## config.mk

```make
export PLATFORM = sky130hd
export DESIGN_NAME = wwf_sequencer
export DESIGN_NICKNAME = d
export VERILOG_FILES = /design/src/design/wwf_pkg.sv /design/src/design/wwf_flash_if.sv /design/src/design/wwf_flasher.sv /design/src/design/wwf_sequencer.sv
export SDC_FILE = /design/constraint.sdc
export NUM_CORES = 1
export LEC_CHECK = 0
export BUFFER_PORTS_ARGS = -buffer_cell sky130_fd_sc_hd__buf_2
export CORE_MARGIN = 8
export CORE_UTILIZATION = 60
export DETAILED_ROUTE_END_ITERATION = 6
export HOLD_SLACK_MARGIN = 0.06
export PLACE_DENSITY = 0.81
export SLEW_MARGIN = 15
export SYNTH_ARGS = -nofsm -noshare
export SYNTH_HDL_FRONTEND = slang
export SYNTH_SLANG_ARGS = --single-unit
```

## constraint.sdc

```tcl
create_clock -name clk -period 14.85 [get_ports clk]
set_input_delay 2.2275 -clock clk [delete_from_list [all_inputs] [get_ports clk]]
set_output_delay 2.2275 -clock clk [all_outputs]
set_load 0.02 [all_outputs]
```

## src/design/wwf_pkg.sv

```systemverilog
package wwf_pkg;
  // Clock rate
  localparam int unsigned CLK_HZ = 10000000;
  // Flash timing
  localparam int unsigned FLASH_ON_MS = 40;
  localparam int unsigned FLASH_OFF_MS = 40;
  localparam int unsigned BURST_PERIOD_MS = 1200;
  localparam int unsigned WIGWAG_HALF_MS = 500;
  localparam int unsigned FLASH_ON_CYC = CLK_HZ / 1000 * FLASH_ON_MS;
  localparam int unsigned FLASH_OFF_CYC = CLK_HZ / 1000 * FLASH_OFF_MS;
  localparam int unsigned BURST_CYC = CLK_HZ / 1000 * BURST_PERIOD_MS;
  localparam int unsigned WIGWAG_HALF_CYC = CLK_HZ / 1000 * WIGWAG_HALF_MS;
  localparam int unsigned FLASHES_PER_BURST = 3;
  localparam int unsigned TMR_W = 24;
  localparam int unsigned NUM_BRK = 8;
  // Programming profile and switch codes
  localparam logic [4:0] PROG_PROFILE = 5'h1F;
  localparam logic [2:0] SEL_WW_ON = 3'h2;
  localparam logic [2:0] SEL_WW_OFF = 3'h3;
  localparam logic [2:0] SEL_FL_OFF = 3'h4;
  localparam logic [2:0] SEL_FL_SINGLE = 3'h5;
  localparam logic [2:0] SEL_FL_DOUBLE = 3'h6;
  // Breaker bit positions
  localparam int unsigned BRK1 = 0;
  localparam int unsigned BRK2 = 1;
  localparam int unsigned BRK3 = 2;
  localparam int unsigned BRK4 = 3;
  localparam int unsigned BRK5 = 4;
  localparam int unsigned BRK6 = 5;
  // Register offsets
  localparam logic [7:0] REG_CFG = 8'h00;
  localparam logic [7:0] REG_EXT = 8'h04;
  localparam logic [7:0] REG_STAT = 8'h08;
  localparam logic [1:0] RESP_OKAY = 2'h0;
  localparam logic [1:0] RESP_SLVERR = 2'h2;
  typedef enum logic [1:0] {
    FL_OFF = 2'b00,
    FL_SINGLE = 2'b01,
    FL_DOUBLE = 2'b10
  } wwf_flmode_t;
endpackage : wwf_pkg

```

## src/design/wwf_flash_if.sv

```systemverilog
`timescale 1ns/1ps
`default_nettype none
interface wwf_flash_if;
  wwf_pkg::wwf_flmode_t mode;
  logic lamp_a;
  logic lamp_b;
  modport gen (input mode, output lamp_a, output lamp_b);
  modport use_side (output mode, input lamp_a, input lamp_b);
endinterface : wwf_flash_if
`default_nettype wire

```

## src/design/wwf_flasher.sv

```systemverilog
`timescale 1ns/1ps
`default_nettype none
module wwf_flasher (
  // Clock and reset
  input wire logic clk,
  input wire logic rst,
  // Mode and lamps
  wwf_flash_if.gen fl
);
  logic [wwf_pkg::TMR_W-1:0] tmr_ff, nxt_tmr;
  logic a_ff, nxt_a;
  logic b_ff, nxt_b;
  logic [wwf_pkg::TMR_W-1:0] slot;
  logic [wwf_pkg::TMR_W-1:0] pos;
  logic [2:0] idx;

  always_comb begin
    slot = wwf_pkg::TMR_W'(wwf_pkg::FLASH_ON_CYC + wwf_pkg::FLASH_OFF_CYC);
    nxt_tmr = tmr_ff + wwf_pkg::TMR_W'(1);
    if (tmr_ff == wwf_pkg::TMR_W'(wwf_pkg::BURST_CYC - 1)) begin
      nxt_tmr = '0;
    end
    if (fl.mode == wwf_pkg::FL_OFF) begin
      nxt_tmr = '0;
    end
    // Lamp A bursts from 0, lamp B after A's burst, never overlapping
    pos = tmr_ff;
    idx = 3'h0;
    nxt_a = 1'b0;
    nxt_b = 1'b0;
    if (tmr_ff < wwf_pkg::TMR_W'(3 * (wwf_pkg::FLASH_ON_CYC +
        wwf_pkg::FLASH_OFF_CYC))) begin
      idx = 3'(tmr_ff / slot);
      pos = tmr_ff - wwf_pkg::TMR_W'(idx) * slot;
      nxt_a = (pos < wwf_pkg::TMR_W'(wwf_pkg::FLASH_ON_CYC));
    end else if (tmr_ff < wwf_pkg::TMR_W'(6 * (wwf_pkg::FLASH_ON_CYC +
        wwf_pkg::FLASH_OFF_CYC))) begin
      pos = tmr_ff - wwf_pkg::TMR_W'(3 * (wwf_pkg::FLASH_ON_CYC +
        wwf_pkg::FLASH_OFF_CYC));
      idx = 3'(pos / slot);
      pos = pos - wwf_pkg::TMR_W'(idx) * slot;
      nxt_b = (pos < wwf_pkg::TMR_W'(wwf_pkg::FLASH_ON_CYC)) &&
              (fl.mode == wwf_pkg::FL_DOUBLE);
    end
    if (fl.mode == wwf_pkg::FL_OFF) begin
      nxt_a = 1'b0;
    end
  end

  always_ff @(posedge clk) begin
    if (rst) begin
      tmr_ff <= '0;
      a_ff <= 1'b0;
      b_ff <= 1'b0;
    end else begin
      tmr_ff <= nxt_tmr;
      a_ff <= nxt_a;
      b_ff <= nxt_b;
    end
  end

  assign fl.lamp_a = a_ff;
  assign fl.lamp_b = b_ff;
endmodule : wwf_flasher
`default_nettype wire

```

## src/design/wwf_sequencer.sv

```systemverilog
`timescale 1ns/1ps
`default_nettype none
// Operation
// - Wigwag on breakers 1 and 2, or joined pairs 1+2 and 3+4.
// - Wigwag enabled only by programming profile 32; else normal operation.
// - Grounded control input requests its breaker on.
// - Each off-then-on switch cycle toggles steady-on and alternating flashing.
// - Wigwag switch inputs off keep both landing-light sets off.
// - While switch on, external controller gives on/off and mode commands.
// - Flasher on breaker 5 (single) or breakers 5 and 6 (double).
// - Three flashes per burst, one burst every 1.2 seconds.
// - Each flash on 40 ms, off 40 ms between flashes.
// - Double flasher breakers never on together.
// - Flasher mode set only by programming profile 32, then kept.
module wwf_sequencer (
  // Clock and reset
  input wire logic clk,
  input wire logic rst,
  // Panel switch inputs, low when grounded
  input wire logic [7:0] sw_n,
  // Dipswitches and profile pairing
  input wire logic [7:0] dip,
  input wire logic pair_34,
  // AXI4-Lite write address
  input wire logic [7:0] s_axi_awaddr,
  input wire logic s_axi_awvalid,
  output logic s_axi_awready,
  // AXI4-Lite write data
  input wire logic [31:0] s_axi_wdata,
  input wire logic [3:0] s_axi_wstrb,
  input wire logic s_axi_wvalid,
  output logic s_axi_wready,
  // AXI4-Lite write response
  output logic [1:0] s_axi_bresp,
  output logic s_axi_bvalid,
  input wire logic s_axi_bready,
  // AXI4-Lite read
  input wire logic [7:0] s_axi_araddr,
  input wire logic s_axi_arvalid,
  output logic s_axi_arready,
  output logic [31:0] s_axi_rdata,
  output logic [1:0] s_axi_rresp,
  output logic s_axi_rvalid,
  input wire logic s_axi_rready,
  // Breaker commands
  output logic [7:0] brk_on,
  // Programming mode indicator
  output logic prog_active
);
  // Input synchronisers, three stages
  logic [7:0] s1_ff, s2_ff, s3_ff, nxt_s1, nxt_s2, nxt_s3;
  logic [7:0] sw_on_ff, nxt_sw_on;
  always_comb begin
    nxt_s1 = ~sw_n;
    nxt_s2 = s1_ff;
    nxt_s3 = s2_ff;
    nxt_sw_on = sw_on_ff;
    for (int i = 0; i < 8; i++) begin
      if (s2_ff[i] == s3_ff[i]) begin
        nxt_sw_on[i] = s3_ff[i];
      end
    end
  end

  // Dipswitches pass three stages and are read once after reset
  logic cap_ff, nxt_cap;
  logic prog_ff, nxt_prog;
  logic ww_en_ff, nxt_ww_en;
  wwf_pkg::wwf_flmode_t flm_ff, nxt_flm;
  logic [7:0] d1_ff, d2_ff, d3_ff;
  logic [2:0] dv_ff;
  logic dip_ok;
  always_comb begin
    // Chain must refill after reset before its stages can be trusted
    dip_ok = !cap_ff && dv_ff[2] && (d2_ff == d3_ff);
    nxt_cap = cap_ff | dip_ok;
    nxt_prog = prog_ff;
    nxt_ww_en = ww_en_ff;
    nxt_flm = flm_ff;
    if (dip_ok && d3_ff[7:3] == wwf_pkg::PROG_PROFILE) begin
      nxt_prog = 1'b1;
      case (d3_ff[2:0])
        wwf_pkg::SEL_WW_ON: nxt_ww_en = 1'b1;
        wwf_pkg::SEL_WW_OFF: nxt_ww_en = 1'b0;
        wwf_pkg::SEL_FL_OFF: nxt_flm = wwf_pkg::FL_OFF;
        wwf_pkg::SEL_FL_SINGLE: nxt_flm = wwf_pkg::FL_SINGLE;
        wwf_pkg::SEL_FL_DOUBLE: nxt_flm = wwf_pkg::FL_DOUBLE;
        default: nxt_prog = 1'b1;
      endcase
    end
  end

  // Wigwag state
  logic ww_mode_ff, nxt_ww_mode;
  logic ww_prev_ff, nxt_ww_prev;
  logic ww_ph_ff, nxt_ww_ph;
  logic [wwf_pkg::TMR_W-1:0] ww_tmr_ff, nxt_ww_tmr;
  logic ext_on_ff, nxt_ext_on;
  logic ext_mode_ff, nxt_ext_mode;
  logic ww_sw;
  logic ext_wr;
  logic [31:0] wdat;
  always_comb begin
    ww_sw = sw_on_ff[wwf_pkg::BRK1] & sw_on_ff[wwf_pkg::BRK2];
    if (pair_34) begin
      ww_sw = ww_sw & sw_on_ff[wwf_pkg::BRK3] & sw_on_ff[wwf_pkg::BRK4];
    end
    nxt_ww_prev = ww_sw;
    nxt_ww_mode = ww_mode_ff;
    nxt_ext_on = ext_on_ff;
    nxt_ext_mode = ext_mode_ff;
    if (ww_sw && !ww_prev_ff) begin
      nxt_ww_mode = ~ww_mode_ff;
      nxt_ext_on = 1'b1;
      nxt_ext_mode = 1'b0;
    end
    if (ext_wr && ww_sw) begin
      nxt_ext_on = wdat[0];
      nxt_ext_mode = wdat[1];
    end
    nxt_ww_tmr = ww_tmr_ff + wwf_pkg::TMR_W'(1);
    nxt_ww_ph = ww_ph_ff;
    if (ww_tmr_ff == wwf_pkg::TMR_W'(wwf_pkg::WIGWAG_HALF_CYC - 1)) begin
      nxt_ww_tmr = '0;
      nxt_ww_ph = ~ww_ph_ff;
    end
  end

  // Flasher
  wwf_flash_if fl ();
  assign fl.mode = flm_ff;
  wwf_flasher u_flasher (
    .clk(clk),
    .rst(rst),
    .fl(fl)
  );

  // Breaker outputs
  logic [7:0] nxt_brk;
  logic ww_alt;
  logic set_a, set_b;
  always_comb begin
    set_a = 1'b0;
    set_b = 1'b0;
    // Next-state values, so no stale mode or output shows for a cycle
    nxt_brk = nxt_prog ? 8'h00 : sw_on_ff;
    ww_alt = nxt_ww_mode ^ nxt_ext_mode;
    if (ww_en_ff && !nxt_prog) begin
      if (!ww_sw || !nxt_ext_on) begin
        set_a = 1'b0;
        set_b = 1'b0;
      end else if (ww_alt) begin
        set_a = ww_ph_ff;
        set_b = ~ww_ph_ff;
      end else begin
        set_a = 1'b1;
        set_b = 1'b1;
      end
      if (pair_34) begin
        // Joined 1+2 is one wing set, joined 3+4 the other
        nxt_brk[wwf_pkg::BRK1] = set_a;
        nxt_brk[wwf_pkg::BRK2] = set_a;
        nxt_brk[wwf_pkg::BRK3] = set_b;
        nxt_brk[wwf_pkg::BRK4] = set_b;
      end else begin
        nxt_brk[wwf_pkg::BRK1] = set_a;
        nxt_brk[wwf_pkg::BRK2] = set_b;
      end
    end
    if (!nxt_prog && flm_ff != wwf_pkg::FL_OFF) begin
      nxt_brk[wwf_pkg::BRK5] = sw_on_ff[wwf_pkg::BRK5] & fl.lamp_a;
      if (flm_ff == wwf_pkg::FL_DOUBLE) begin
        nxt_brk[wwf_pkg::BRK6] = sw_on_ff[wwf_pkg::BRK6] & fl.lamp_b;
      end
    end
  end

  // AXI4-Lite slave, single outstanding write and read
  logic awr_ff, wr_ff, arr_ff;
  logic aw_ff, nxt_aw, w_ff, nxt_w, bv_ff, nxt_bv;
  logic [7:0] awa_ff, nxt_awa;
  logic [31:0] wd_ff, nxt_wd;
  logic [1:0] br_ff, nxt_br;
  logic rv_ff, nxt_rv;
  logic [31:0] rd_ff, nxt_rd;
  logic [1:0] rr_ff, nxt_rr;
  always_comb begin
    nxt_aw = aw_ff;
    nxt_w = w_ff;
    nxt_awa = awa_ff;
    nxt_wd = wd_ff;
    nxt_bv = bv_ff;
    nxt_br = br_ff;
    ext_wr = 1'b0;
    wdat = wd_ff;
    if (s_axi_awvalid && awr_ff) begin
      nxt_aw = 1'b1;
      nxt_awa = s_axi_awaddr;
    end
    if (s_axi_wvalid && wr_ff) begin
      nxt_w = 1'b1;
      nxt_wd = s_axi_wdata;
    end
    if (aw_ff && w_ff) begin
      nxt_aw = 1'b0;
      nxt_w = 1'b0;
      nxt_bv = 1'b1;
      nxt_br = wwf_pkg::RESP_SLVERR;
      if (awa_ff == wwf_pkg::REG_EXT) begin
        nxt_br = wwf_pkg::RESP_OKAY;
        ext_wr = 1'b1;
      end
    end
    if (bv_ff && s_axi_bready) begin
      nxt_bv = 1'b0;
    end
    nxt_rv = rv_ff;
    nxt_rd = rd_ff;
    nxt_rr = rr_ff;
    if (s_axi_arvalid && arr_ff) begin
      nxt_rv = 1'b1;
      nxt_rr = wwf_pkg::RESP_OKAY;
      case (s_axi_araddr)
        wwf_pkg::REG_CFG: nxt_rd = {27'h0, flm_ff, ww_en_ff, prog_ff, 1'b0};
        wwf_pkg::REG_EXT: nxt_rd = {30'h0, ext_mode_ff, ext_on_ff};
        wwf_pkg::REG_STAT: nxt_rd = {21'h0, ww_ph_ff, ww_mode_ff, ww_sw,
                                     brk_on};
        default: begin
          nxt_rd = 32'h0;
          nxt_rr = wwf_pkg::RESP_SLVERR;
        end
      endcase
    end else if (rv_ff && s_axi_rready) begin
      nxt_rv = 1'b0;
    end
  end

  always_ff @(posedge clk) begin
    if (rst) begin
      s1_ff <= 8'h00;
      s2_ff <= 8'h00;
      s3_ff <= 8'h00;
      sw_on_ff <= 8'h00;
      d1_ff <= 8'h00;
      d2_ff <= 8'h00;
      d3_ff <= 8'h00;
      cap_ff <= 1'b0;
      prog_ff <= 1'b0;
      dv_ff <= 3'h0;
      ww_mode_ff <= 1'b1;
      ww_prev_ff <= 1'b0;
      ww_ph_ff <= 1'b0;
      ww_tmr_ff <= '0;
      ext_on_ff <= 1'b1;
      ext_mode_ff <= 1'b0;
      brk_on <= 8'h00;
      aw_ff <= 1'b0;
      w_ff <= 1'b0;
      awa_ff <= 8'h00;
      wd_ff <= 32'h0;
      bv_ff <= 1'b0;
      br_ff <= wwf_pkg::RESP_OKAY;
      rv_ff <= 1'b0;
      rd_ff <= 32'h0;
      rr_ff <= wwf_pkg::RESP_OKAY;
    end else begin
      s1_ff <= nxt_s1;
      s2_ff <= nxt_s2;
      s3_ff <= nxt_s3;
      sw_on_ff <= nxt_sw_on;
      d1_ff <= dip;
      d2_ff <= d1_ff;
      d3_ff <= d2_ff;
      cap_ff <= nxt_cap;
      prog_ff <= nxt_prog;
      dv_ff <= {dv_ff[1:0], 1'b1};
      ww_mode_ff <= nxt_ww_mode;
      ww_prev_ff <= nxt_ww_prev;
      ww_ph_ff <= nxt_ww_ph;
      ww_tmr_ff <= nxt_ww_tmr;
      ext_on_ff <= nxt_ext_on;
      ext_mode_ff <= nxt_ext_mode;
      brk_on <= nxt_brk;
      aw_ff <= nxt_aw;
      w_ff <= nxt_w;
      awa_ff <= nxt_awa;
      wd_ff <= nxt_wd;
      bv_ff <= nxt_bv;
      br_ff <= nxt_br;
      rv_ff <= nxt_rv;
      rd_ff <= nxt_rd;
      rr_ff <= nxt_rr;
    end
  end

  // Selection survives reset, standing in for non-volatile storage;
  // limitation: undefined until the device is first programmed
  always_ff @(posedge clk) begin
    ww_en_ff <= nxt_ww_en;
    flm_ff <= nxt_flm;
  end

  // Ready flags drop while their capture flag or, for writes, the response is pending
  always_ff @(posedge clk) begin
    if (rst) begin
      awr_ff <= 1'b0;
      wr_ff <= 1'b0;
      arr_ff <= 1'b0;
    end else begin
      awr_ff <= !nxt_aw && !nxt_bv;
      wr_ff <= !nxt_w && !nxt_bv;
      arr_ff <= !nxt_rv;
    end
  end
  assign s_axi_awready = awr_ff;
  assign s_axi_wready = wr_ff;
  assign s_axi_arready = arr_ff;
  assign s_axi_bvalid = bv_ff;
  assign s_axi_bresp = br_ff;
  assign s_axi_rvalid = rv_ff;
  assign s_axi_rdata = rd_ff;
  assign s_axi_rresp = rr_ff;
  assign prog_active = prog_ff;
endmodule : wwf_sequencer
`default_nettype wire

```

==> results of run 1 <==
-- layout make-up --
cell class | instances | area (µm²) | share of cell area, %
clock buffers | 17 | 425 | 3.45
clock inverters | 15 | 130 | 1.05
inverters | 59 | 221 | 1.79
multi-input cells | 1180 | 7720 | 62.5
flip-flops and latches | 157 | 3170 | 25.7
well taps | 234 | 293 | 2.37
repair buffers | 74 | 385 | 3.12
-- power by group --
part,switching [mW],internal (mW)
sequential,0.00544,0.432
combinational,0.0218,0.0128
clock,0.194,0.220
total,0.221,0.664
-- layout by cell type (no fill, tap or decap), types with 23 or more instances in the layout --
cell type and instances:
and3_1 28, dfxtp_1 154, nor2_1 167, conb_1 23
ha_1 53, a21o_1 29, xor2_1 39, xnor2_1 71
o21ai_0 58, a211oi_1 23, nand2_1 112, a21oi_1 93
nor2b_1 55, nor3_1 29, nand3_1 57, inv_1 50
buf_2 68, a31oi_1 24
-- sequential cells by signal (all words and copies together) (netlist names), 2 cells and up --
signal / count
u_flasher.tmr_ff: 24
ww_tmr_ff: 24
s_axi_rdata: 11
awa_ff: 8
brk_on: 8
d1_ff: 8
d2_ff: 8
d3_ff: 8
nxt_s2: 8
nxt_s3: 8
s3_ff: 8
sw_on_ff: 8
dv_ff: 3
fl.mode: 2
wd_ff: 2
-- layer usage --
| layer | share of wire, % | vias up | global-route usage, % |
|---|---|---|---|
| met5 | 0 | - | 0 |
| met4 | 2.2 | 0 | 7.42 |
| met3 | 8.1 | 65 | 5.94 |
| met2 | 46 | 400 | 38.1 |
| met1 | 44 | 5030 | 31.4 |
| li1 | - | 5272 | - |
-- per-stage QoR --
stage	worst slack, ns	cells	cell area (µm²)	utilization (%)
2_1_floorplan	7.00	1473	11500	-
3_3_place_gp	4.86	1704	11800	63.0
3_5_place_dp	4.77	1704	11800	63.0
4_1_cts	4.64	1736	12300	66.0
5_1_grt	3.63	1736	12300	66.0
6_report	4.39	1736	12300	66.0
-- logic make-up after synthesis --
kind of cell	synth area share, %
flops	27.7
other cells	0.0328
xor+xnor	8.70
compound gates	23.5
simple gates	25.6
buf+inv	5.57
fa+ha+maj	6.49
mux	2.39
-- synth_stat cells, types with 10 or more instances --
cell,instances
a22oi_1,11
o21ai_0,58
nor2_1,167
inv_1,50
nand3_1,57
a211oi_1,23
o211ai_1,17
buf_2,12
nand2b_1,13
nor2b_1,55
a21oi_1,93
and2_1,16
o31ai_1,13
or3_1,14
clkbuf_1,30
nand2_1,112
nand4_1,18
a21o_1,29
nor4_1,19
ha_1,53
dfxtp_1,154
a31oi_1,24
xnor2_1,71
xor2_1,39
o21a_1,12
and3_1,28
mux2i_1,18
buf_4,28
nor3_1,29
a211o_1,10
-- path summary, 6_finish.rpt --
| path | to | depth (start not counted) | from |
|---|---|---|---|
| min reg2reg | nxt_s3[4] | 1 | nxt_s2[4] |
| max | u_flasher.fl.lamp_b | 34 | u_flasher.tmr_ff[9] |
| min | nxt_s3[4] | 1 | nxt_s2[4] |
| max reg2reg | u_flasher.fl.lamp_b | 34 | u_flasher.tmr_ff[9] |
==> flow_summary.ini, run 1 <==
[logic_synthesis]
avgSynthCellArea_um2 = 7.89
syn-instance-count = 1451
yosysSeqAreaShare_pct = 27.7
ys_ff_latch = 157
synth.top_cell.area_share_pct = 26.9
yosysTopAreaCell = dfxtp_1
synthFlopType = dfxtp_1
synth_cell_types = 108
synth-edff-count = 3
ys_async_sr_fraction_pct = 0
synth_area_mm2 = 0.0114
yosys_warnings = 0
synth_area_leaders = dfxtp_1 27%, ha_1 5.8%, nor2_1 5.5%

[timing]
skew_ns = 0.0123
fmax_ghz = 0.0956
hold_violations = 0
rsz0062_at_grt = no
post-route-period-util_pct = 70.5
whs_ns = 0.435
worst_pin_slew_ns = 1.07
tns_ns = 0
maxSlewViolCount = 0
min_period_ns = 10.46
slew_headroom_pct = 27.9
finalSetupViolations = 0

[die]
initial_core_util_pct = 61.2
fp.dieW_um = 154
die_h_um = 154
ios = 126
core_mm2 = 0.0187
rows = 50
dieArea_mm2 = 0.0238

[setup_path]
cpLargestDelayFamily = compound AO/OA/AOI/OAI gates
arrival_ns = 10.75
slowest_delay_ns = 0.72
crit_path_top_delay_cell = dfxtp_1
crit_fanout = 14
required_ns = 15.13
critical_path_class = flop to flop
worst_path_most_repeated_cell = ha_1
cp-start-kind = flop
reg2reg_setup_slack_ns = 4.39
critPathBufInv = 1
cp-end-kind = flop

[finish]
nets = 1620
drive_above_1_share_pct = 11.1
syn_to_final_growth_pct = 7.86
nFillCells = 1556
insertedDiodeCount = 0

[pwr]
vdd_drop_max_uv = 83.2
powerDensity_mw_per_mm2 = 71.7
p_leak_nw = 4.87
total_power_mw = 0.885

[detailed_routing]
finalWirelength_um = 29000
drt_iter0_markers = 1043
drt.antenna.violating_nets = 0
vias = 10767
drc = 0
wl_per_cell_um = 16.7
vias_per_cell = 6.20
drtPass1Iterations = 5

[placement]
portBuffers = 68
gp_congestion = 1.02
hpwl_um = 21500

[cts]
cts-resized-gates = 0
cts_setup_buffers = 0
cts_buffers = 17
htree_levels = 4
clockBufferDepth = 2
clk_pin_slew_ns = 0.07
cts_sinks = 157
cts_tree = built
postCtsHoldBufs = 0
clockRootBuffer = clkbuf_16
clkLatencyLatePin_ns = 0.43

[global_routing]
grt-ovfl-total = 0
grt_use_total_pct = 24.0
grt_max_degree = 94
grt_pass1_vias = 9956
grt_pass1_wl_um = 48300
antenna_found_initial = 0

[run]
cap_violations = 0

[status]
status = complete, no violations

[min_path]
min_path_type = flop to flop
(Power assumes the default switching activity.)
==> inputs of run 2 (changes only) <==
==> constraint.sdc (replaced) <==
create_clock -name clk -period 9.7 [get_ports clk]
set_input_delay 1.455 -clock clk [delete_from_list [all_inputs] [get_ports clk]]
set_output_delay 1.455 -clock clk [all_outputs]
set_load 0.02 [all_outputs]
==> run 2 against run 1 <==
Effect of this change: first-iteration DRC count is 5.5% lower; global-route usage hardly changed; sequential share of layout area fell by 0.69 points; clock power rose by 56%; largest power group unchanged.
==> flow_summary.ini, run 2 (synthesis results as in run 1) <==
[cts]
cts_sinks = 157
cts_buffers = 17
clk_pin_slew_ns = 0.06
htree_levels = 4
clkLatencyLatePin_ns = 0.44
cts_tree = built
clockRootBuffer = clkbuf_16
postCtsHoldBufs = 0
clockBufferDepth = 2

[finish]
final_cell_mix = 167 x nor2_1, 149 x dfxtp_1, 112 x nand2_1
regArea_mm2 = 0.00318
nFillCells = 1541
layout_commonest_cell = nor2_1
syn_to_final_growth_pct = 11.1
drive_above_1_share_pct = 14.1
multiInputGateArea_mm2 = 0.00776
nets = 1662
utilization_pct = 68.0
insertedDiodeCount = 0

[pwr]
p_leak_nw = 5.08
vdd_drop_max_uv = 109
total_power_mw = 1.37
powerDensity_mw_per_mm2 = 107

[timing]
post-route-period-util_pct = 93.7
skew_ns = 0.0157
maxSlewViolCount = 0
whs_ns = 0.433
tns_ns = 0
hold_violations = 0
fmax_ghz = 0.110
rsz0062_at_grt = no
finalSetupViolations = 0
slew_headroom_pct = 40.2
min_period_ns = 9.09
worst_pin_slew_ns = 0.891

[placement]
hpwl_um = 21600
portBuffers = 68
gp_congestion = 1.03

[status]
status = complete, no violations

[die]
initial_core_util_pct = 61.2
core_mm2 = 0.0187
dieArea_mm2 = 0.0238
ios = 126
rows = 50
fp.dieW_um = 154
die_h_um = 154

[setup_path]
crit_fanout = 19
crit_end = u_flasher.fl.lamp_b
timing.rr.start = u_flasher.tmr_ff[15]
cp-start-kind = flop
r2r_cells = 36
cp-end-kind = flop
required_ns = 10.01
critical_path_class = flop to flop
slowest_delay_ns = 0.86
arrival_ns = 9.40
crit_start = u_flasher.tmr_ff[15]
crit_path_top_delay_cell = dfxtp_1
worst_path_most_repeated_cell = a21o_1
r2r_end = u_flasher.fl.lamp_b
reg2reg_setup_slack_ns = 0.61

[global_routing]
grt_use_total_pct = 24.0
grt_max_degree = 95
grtUsageMet2_pct = 38.0
antenna_found_initial = 0
grt_pass1_vias = 10248
grtUsageMet3_pct = 5.30
busiest_layer = met2
grt-ovfl-total = 0
grtUsageMet1_pct = 31.4
grt_pass1_wl_um = 48400

[detailed_routing]
drt.antenna.violating_nets = 0
vias = 11042
finalWirelength_um = 29000
wl_per_cell_um = 16.3
drc = 0
drtPass1Iterations = 7
vias_per_cell = 6.21
drt_iter0_markers = 986

[min_path]
min_path_type = flop to flop

[run]
cap_violations = 0
[run 2: cell types whose count changed in the layout (fill, tap and decap cells not counted), sizes merged]
cell	previous run	this run
clkbuf	17	19
clkinv	10	8
inv	62	60
bufinv	0	1
clkinvlp	2	3
buf	74	116
[run 2: worst min-delay path by stage]
stage	to	cells past startpoint	from
2_1_floorplan	d2_ff[0]	1	d1_ff[0]
3_3_place_gp	nxt_s3[6]	1	nxt_s2[6]
3_5_place_dp	d2_ff[2]	1	d1_ff[2]
4_1_cts	d2_ff[2]	1	d1_ff[2]
5_1_grt	d2_ff[0]	1	d1_ff[0]
6_report	d2_ff[2]	1	d1_ff[2]
[run 2: what timing repair did]
item                       in CTS  in global routing
setup endpoints to repair       0                  1
gates resized for setup         0                 13
setup buffers                   0                  1
[run 2: per-layer routing]
metal | share of wire, % | vias up
li1 | - | 5358
met1 | 45 | 5151
met2 | 45 | 461
met3 | 8.3 | 72
met4 | 2.3 | 0
met5 | 0 | -
[run 2: stage by stage]
stage	instance area (µm²)	worst slack, ns	std cells
after CTS	12700	0.501	1777
after detailed placement	12100	0.572	1745
after global routing	12700	0.0579	1778
after floorplan	11500	1.85	1473
after global placement	12100	0.842	1745
final	12700	0.606	1778
[run 2: worst max-delay path, delay by kind of cell (launching register included)]
family                   cells  cell delay [ns]
AND/OR/NAND/NOR             11             2.90
AO/OA/AOI/OAI               18             3.64
adder cells (fa/ha/maj)      2             0.60
multiplexers                 2             0.57
flip-flops                   1             0.86
buffers and inverters        3             0.39
[run 2: final cells by class]
type	instances	area share, %
Multi-Input combinational cell	1180	61.0
Sequential cell	157	25.0
Timing Repair Buffer	116	5.51
Clock buffer	19	3.40
Tap cell	234	2.30
Inverter	59	1.74
Clock inverter	13	1.03
[run 2: power by group]
group	switching, mW	internal [mW]
Sequential	0.00797	0.661
Clock	0.284	0.360
Combinational	0.0329	0.0196
